$ cat config.mk
export PLATFORM = sky130hd
export DESIGN_NAME = tdc_config_register_bank
export DESIGN_NICKNAME = d
export VERILOG_FILES = /design/src/rtl/tdc_cfg_pkg.sv /design/src/rtl/cfg_word_reg.sv /design/src/rtl/tdc_config_register_bank.sv
export SDC_FILE = /design/constraint.sdc
export NUM_CORES = 1
export LEC_CHECK = 0
export BUFFER_PORTS_ARGS = -buffer_cell sky130_fd_sc_hd__buf_2
export CORE_AREA = 2 2 170 172
export DETAILED_ROUTE_END_ITERATION = 7
export DIE_AREA = 0 0 172 174
export PLACE_DENSITY = 0.82
export SYNTH_ARGS = -nofsm -noshare
export SYNTH_HDL_FRONTEND = slang
export SYNTH_SLANG_ARGS = --single-unit
$ cat constraint.sdc
create_clock -name clk_sys -period 1.7 [get_ports clk_sys]
set_input_delay 0.51 -clock clk_sys [delete_from_list [all_inputs] [get_ports clk_sys]]
set_output_delay 0.51 -clock clk_sys [all_outputs]
set_load 0.005 [all_outputs]
$ cat src/rtl/tdc_cfg_pkg.sv
// Constants and carrier types for the converter configuration register bank.
// Assumes one system clock and a plain strobe-based register port.
package tdc_cfg_pkg;

	localparam int          NUM_WORDS  = 7;
	localparam int          ADDR_W     = 3;
	localparam int          WORD_W     = 32;
	localparam int          TAG_W      = 8;

	// Word indices, which are also the register port addresses.
	localparam logic [2:0]  ADDR_CFG0  = 3'h0;
	localparam logic [2:0]  ADDR_CFG1  = 3'h1;
	localparam logic [2:0]  ADDR_CFG2  = 3'h2;
	localparam logic [2:0]  ADDR_CFG3  = 3'h3;
	localparam logic [2:0]  ADDR_CFG4  = 3'h4;
	localparam logic [2:0]  ADDR_ECHO  = 3'h5;
	localparam logic [2:0]  ADDR_CFG6  = 3'h6;
	localparam logic [2:0]  ADDR_LAST  = 3'h6;

	// Field positions shared by every word.
	localparam int          TAG_LSB    = 0;
	localparam int          TAG_MSB    = 7;
	localparam int          SET_LSB    = 8;
	localparam int          SET_MSB    = 31;
	localparam int          ECHO_LSB   = 24;

	// Power-up defaults of each word, given as whole 32-bit values.
	localparam logic [31:0] RST_CFG0   = 32'h22066800;
	localparam logic [31:0] RST_CFG1   = 32'h55000000;
	localparam logic [31:0] RST_CFG2   = 32'h20000000;
	localparam logic [31:0] RST_CFG3   = 32'h18000000;
	localparam logic [31:0] RST_CFG4   = 32'h00000000;
	localparam logic [31:0] RST_CFG5   = 32'h00000000;
	localparam logic [31:0] RST_CFG6   = 32'h00000000;
	localparam logic [31:0] RD_IDLE    = 32'h00000000;

	typedef logic [31:0] cfg_word_t;

	typedef cfg_word_t [NUM_WORDS-1:0] cfg_set_t;

	typedef struct packed {
		logic        wr;
		logic        rd;
		logic [2:0]  addr;
		logic [31:0] wdata;
	} reg_req_t;

	typedef struct packed {
		logic        valid;
		logic [31:0] data;
	} reg_rsp_t;

	localparam cfg_set_t    RST_SET    = {RST_CFG6, RST_CFG5, RST_CFG4, RST_CFG3,
		RST_CFG2, RST_CFG1, RST_CFG0};

endpackage : tdc_cfg_pkg

$ cat src/rtl/cfg_word_reg.sv
// One configuration word: a full 32-bit store loaded on a write strobe.
// Assumes the parent decodes the address and supplies a one-cycle write enable.
`timescale 1ns/1ps
module cfg_word_reg import tdc_cfg_pkg::*; #(
	parameter cfg_word_t RESET_VAL = 32'h00000000
) (
	input  wire logic      clk_sys,   // System clock.
	input  wire logic      sys_rst,   // Synchronous reset, active high.
	input  wire logic      we,        // Write enable for this word.
	input  wire cfg_word_t wdata,     // Data to store.
	output cfg_word_t      word_q     // Stored word.
);

	always_ff @(posedge clk_sys) begin
		if (sys_rst) begin
			word_q <= RESET_VAL;
		end else if (we) begin
			word_q <= wdata;
		end
	end

endmodule : cfg_word_reg

$ cat src/rtl/tdc_config_register_bank.sv
// Configuration register bank of a two-channel time-to-digital converter.
// Assumes a host that drives one-cycle read and write strobes synchronous to clk_sys.
//
// Local design decision: strobed register access.
`timescale 1ns/1ps

module tdc_config_register_bank import tdc_cfg_pkg::*; (
	input  wire logic     clk_sys,   // System clock, 50 MHz.
	input  wire logic     sys_rst,   // Synchronous reset, active high.
	input  wire reg_req_t req,       // Register port request: strobes, address, data.
	output reg_rsp_t      rsp_q,     // Read answer, valid in the cycle after a read.
	output cfg_set_t      cfg_q      // All seven words to the converter logic.
);

	cfg_set_t              word_w;
	logic [NUM_WORDS-1:0]  we_w;
	logic [31:0]           rd_d;

	// Seven identical word stores, each with its own default.
	genvar g;
	generate
		for (g = 0; g < NUM_WORDS; g++) begin : g_word
			assign we_w[g] = req.wr && (req.addr == 3'(g));
			cfg_word_reg #(
				.RESET_VAL (RST_SET[g])
			) u_word (
				.clk_sys   (clk_sys),
				.sys_rst   (sys_rst),
				.we        (we_w[g]),
				.wdata     (req.wdata),
				.word_q    (word_w[g])
			);
		end
	endgenerate

	// Read mux: settings leave through the port only at address 5; at the other addresses up to 6 only the tag byte does, address 7 reads zero.
	// Address 5 also carries the top byte of word 1 as a link check; word 6 and
	// the tag byte of word 1 hold the extended features, the rest keeps the
	// older layout unchanged.
	always_comb begin
		rd_d = RD_IDLE;
		if (req.addr == ADDR_ECHO) begin
			rd_d[TAG_MSB:TAG_LSB]  = word_w[ADDR_ECHO][TAG_MSB:TAG_LSB];
			rd_d[SET_MSB:ECHO_LSB] = word_w[ADDR_CFG1][SET_MSB:ECHO_LSB];
		end else if (req.addr <= ADDR_LAST) begin
			rd_d[TAG_MSB:TAG_LSB]  = word_w[req.addr][TAG_MSB:TAG_LSB];
		end
	end

	// The answer stands for exactly one cycle after the read strobe.
	always_ff @(posedge clk_sys) begin
		if (sys_rst) begin
			rsp_q <= '0;
		end else begin
			rsp_q.valid <= req.rd;
			rsp_q.data  <= req.rd ? rd_d : RD_IDLE;
		end
	end

	// Copy of the words toward the converter, so the outputs come from flip-flops.
	always_ff @(posedge clk_sys) begin
		if (sys_rst) begin
			cfg_q <= RST_SET;
		end else begin
			cfg_q <= word_w;
		end
	end
endmodule : tdc_config_register_bank

==> results.toml <==
[status]
status = "finished clean"

[logic_synthesis]
synthAdderAreaFrac = 0
synth_top_family_by_area = "simple AND/OR/NAND/NOR gates"
synth_edf_count = 0
netlist_area_sq_mm = 0.0149
avgSynthCellArea_sq_um = 9.58
yosys_warnings = 0
synth-simple-area-share = 0.228
synth-seq-area-share = 0.624
synth.distinct_cells = 27
synth-async-reset-ratio = 0
synth_cells = 1557
synth-xor-area-share = 0
synth_ff_type = "dfxtp_1"
synth.area.mux_share = 0.0174
synth-compound-area-share = 0.0805
synth-seq-cells = 465

[setup_path]
critical_path_buf_inv_count = 1
critPathMaxStageDelay_ps = 390
worstPathArrival_ps = 1060
cp-startpoint = "cfg_q[135]"
cp-end-kind = "primary output"
critPathLaunchType = "register"
rr_startpoint = "g_word[3].u_word.word_q[1]"
r2r_cells = 2
cpLargestDelayFamily = "flip-flops"
cp.required_ps = 1190
path_max_fanout = 1
crit_cells = 1
cp_slowest_cell = "dfxtp_1"
critPathKind = "reg2out"
crit_chain = "buf_2"

[die]
pin_count = 296
dieArea_sq_mm = 0.0299
core_sq_mm = 0.0282
initial_core_util = 0.528
die_w_microns = 172
die_h_microns = 174
fp-row-count = 62

[clock_network]
clkTransAtPathRegs_ps = 60
clock_latency_ps = 530
tritoncts = "yes"
cts_sinks = 465
root_buffer = "clkbuf_16"
post-cts-setup-buffers = 0
h-tree-depth = 2
cts-hold-fix-buffers = 0
postCtsResizedCells = 0
cts_made_buffers = 45
clk_path_buf_depth = 3

[detailed_routing]
post_drt_wl_per_cell_microns = 16.9
vias_per_cell = 5.05
vias = 11300
first_iter_violations = 996
postRouteAntennaNets = 0
totalWireLength_mm = 37.7
dr.pass1.iters = 5
route.detailed.drc = 0

[sta]
slew_viol_final = 0
fin_hold_ws_ps = 258
fmax_mhz = 637
hold_viol_final = 0
worst_pin_slew_ps = 540
grt_setup_unrepaired = "false"
period_share = 0.923
setup_tns_ps = 0
setup_violations = 0
max_slew_margin = 0.640
finClkSkew_ps = 8.41
finalCriticalPeriod_ps = 1570

[pwr]
clockPowerShare = 0.445
p_int_mw = 17.1
power-per-cell-area_mw_per_mm2 = 1200
seqPwrFrac = 0.513
p_leak_nw = 7.65
p_sw_frac = 0.217
combPwrFrac = 0.043
ir_drop_mv = 0.836
p_sw_mw = 4.73

[hold_path]
worstHoldPathType = "in2reg"
whs_path_depth = 2
worstHoldStart = "sys_rst"

[global_route]
first_global_vias = 10600
grtUsageTotal = 0.245
grt_start_max_net_pins = 135
grt_pass1_wl_mm = 57.1
grt_remaining_overflow = 0
antenna_found_initial = 4

[cells_and_area]
drive_gt1_frac = 0.228
stdcell_area_sq_mm = 0.0182
final_net_count = 1846
layout_commonest_cell = "dfxtp_1"
syn_to_final_growth_pct = 21.9
final_cell_mix = "465 x dfxtp_1, 448 x nand2_1, 278 x buf_2"

[placement]
place.gp.congestion = 0.917
io_buffers = 279
dp_hpwl_mm = 24.9
detailed_place.area_sq_mm = 0.0167

[flow_run]
drv_cap = 0
sequential cells by signal (all words and copies together), names as in the netlist:
name,cells
g_word.u_word.word_q,224
rsp_q,17
cfg_q,224
cells in the mapped netlist, drive strengths merged (3+ instances only):
cell type	count	share of area
inv	8	0.0020
o211a	8	0.0054
and4bb	3	0.0025
nand2	448	0.11
nor2	8	0.0020
and4b	4	0.0027
or2	14	0.0059
nand4bb	3	0.0023
mux4	8	0.012
dfxtp	465	0.62
mux2i	8	0.0054
and2	8	0.0034
nand3b	14	0.0070
clkbuf	59	0.015
nor2b	203	0.085
nand4b	3	0.0018
o221ai	8	0.0047
buf	71	0.033
a21oi	210	0.070
path summary, 6_finish.rpt:
check                                endpoint  slack [ps]
setup reg to reg                     rsp_q[1]         550
hold reg to reg                     cfg_q[13]         440
setup / recovery                   cfg_q[135]         130
hold / removal    g_word[1].u_word.word_q[25]         260
layer usage:
metal | share of wire | wire (microns) | up-vias | GRT usage
met4 | 0.032 | 1220 | 0 | 0.0963
li1 | - | - | 5429 | -
met2 | 0.47 | 17800 | 467 | 0.396
met3 | 0.077 | 2910 | 95 | 0.0517
met5 | 0 | 0 | - | 0
met1 | 0.42 | 15800 | 5263 | 0.322
cell families after synthesis:
| group | after synthesis |
|---|---|
| AOI/OAI and AO/OA | 226 |
| buffers and inverters | 138 |
| DFF | 465 |
| muxes | 16 |
| other | 1 |
| and+or+nand+nor | 711 |
per-stage QoR:
stage | std cells | worst slack (ps) | power (mW) | utilization
6_report | 2229 | 130 | 21.8 | 0.644
5_1_grt | 2228 | 117 | 22.5 | 0.644
3_5_place_dp | 2144 | -55.5 | 12.3 | 0.592
4_1_cts | 2225 | 109 | 22.0 | 0.644
2_1_floorplan | 1572 | 148 | 11.9 | -
3_3_place_gp | 2144 | -3.73 | 12.3 | 0.592
final cells by class:
class | count | area [sq um]
fillers | 2299 | 10100
flip-flops and latches | 465 | 9310
multi-input cells | 969 | 4940
repair buffers | 318 | 1950
clock buffers | 66 | 1350
well taps | 384 | 480
clock inverters | 15 | 119
inverters | 8 | 30.0
diodes | 4 | 10.0
power by group through the flow:
| stage | Combinational (mW) | Clock (mW) | Sequential, mW |
|---|---|---|---|
| floorplan | 0.542 | 0 | 11.4 |
| global placement | 0.897 | 0 | 11.4 |
| detailed placement | 0.920 | 0 | 11.4 |
| CTS | 0.926 | 9.87 | 11.2 |
| global route | 1.01 | 10.3 | 11.2 |
| finish | 0.930 | 9.70 | 11.2 |
Power figures use the tool's default switching activity.
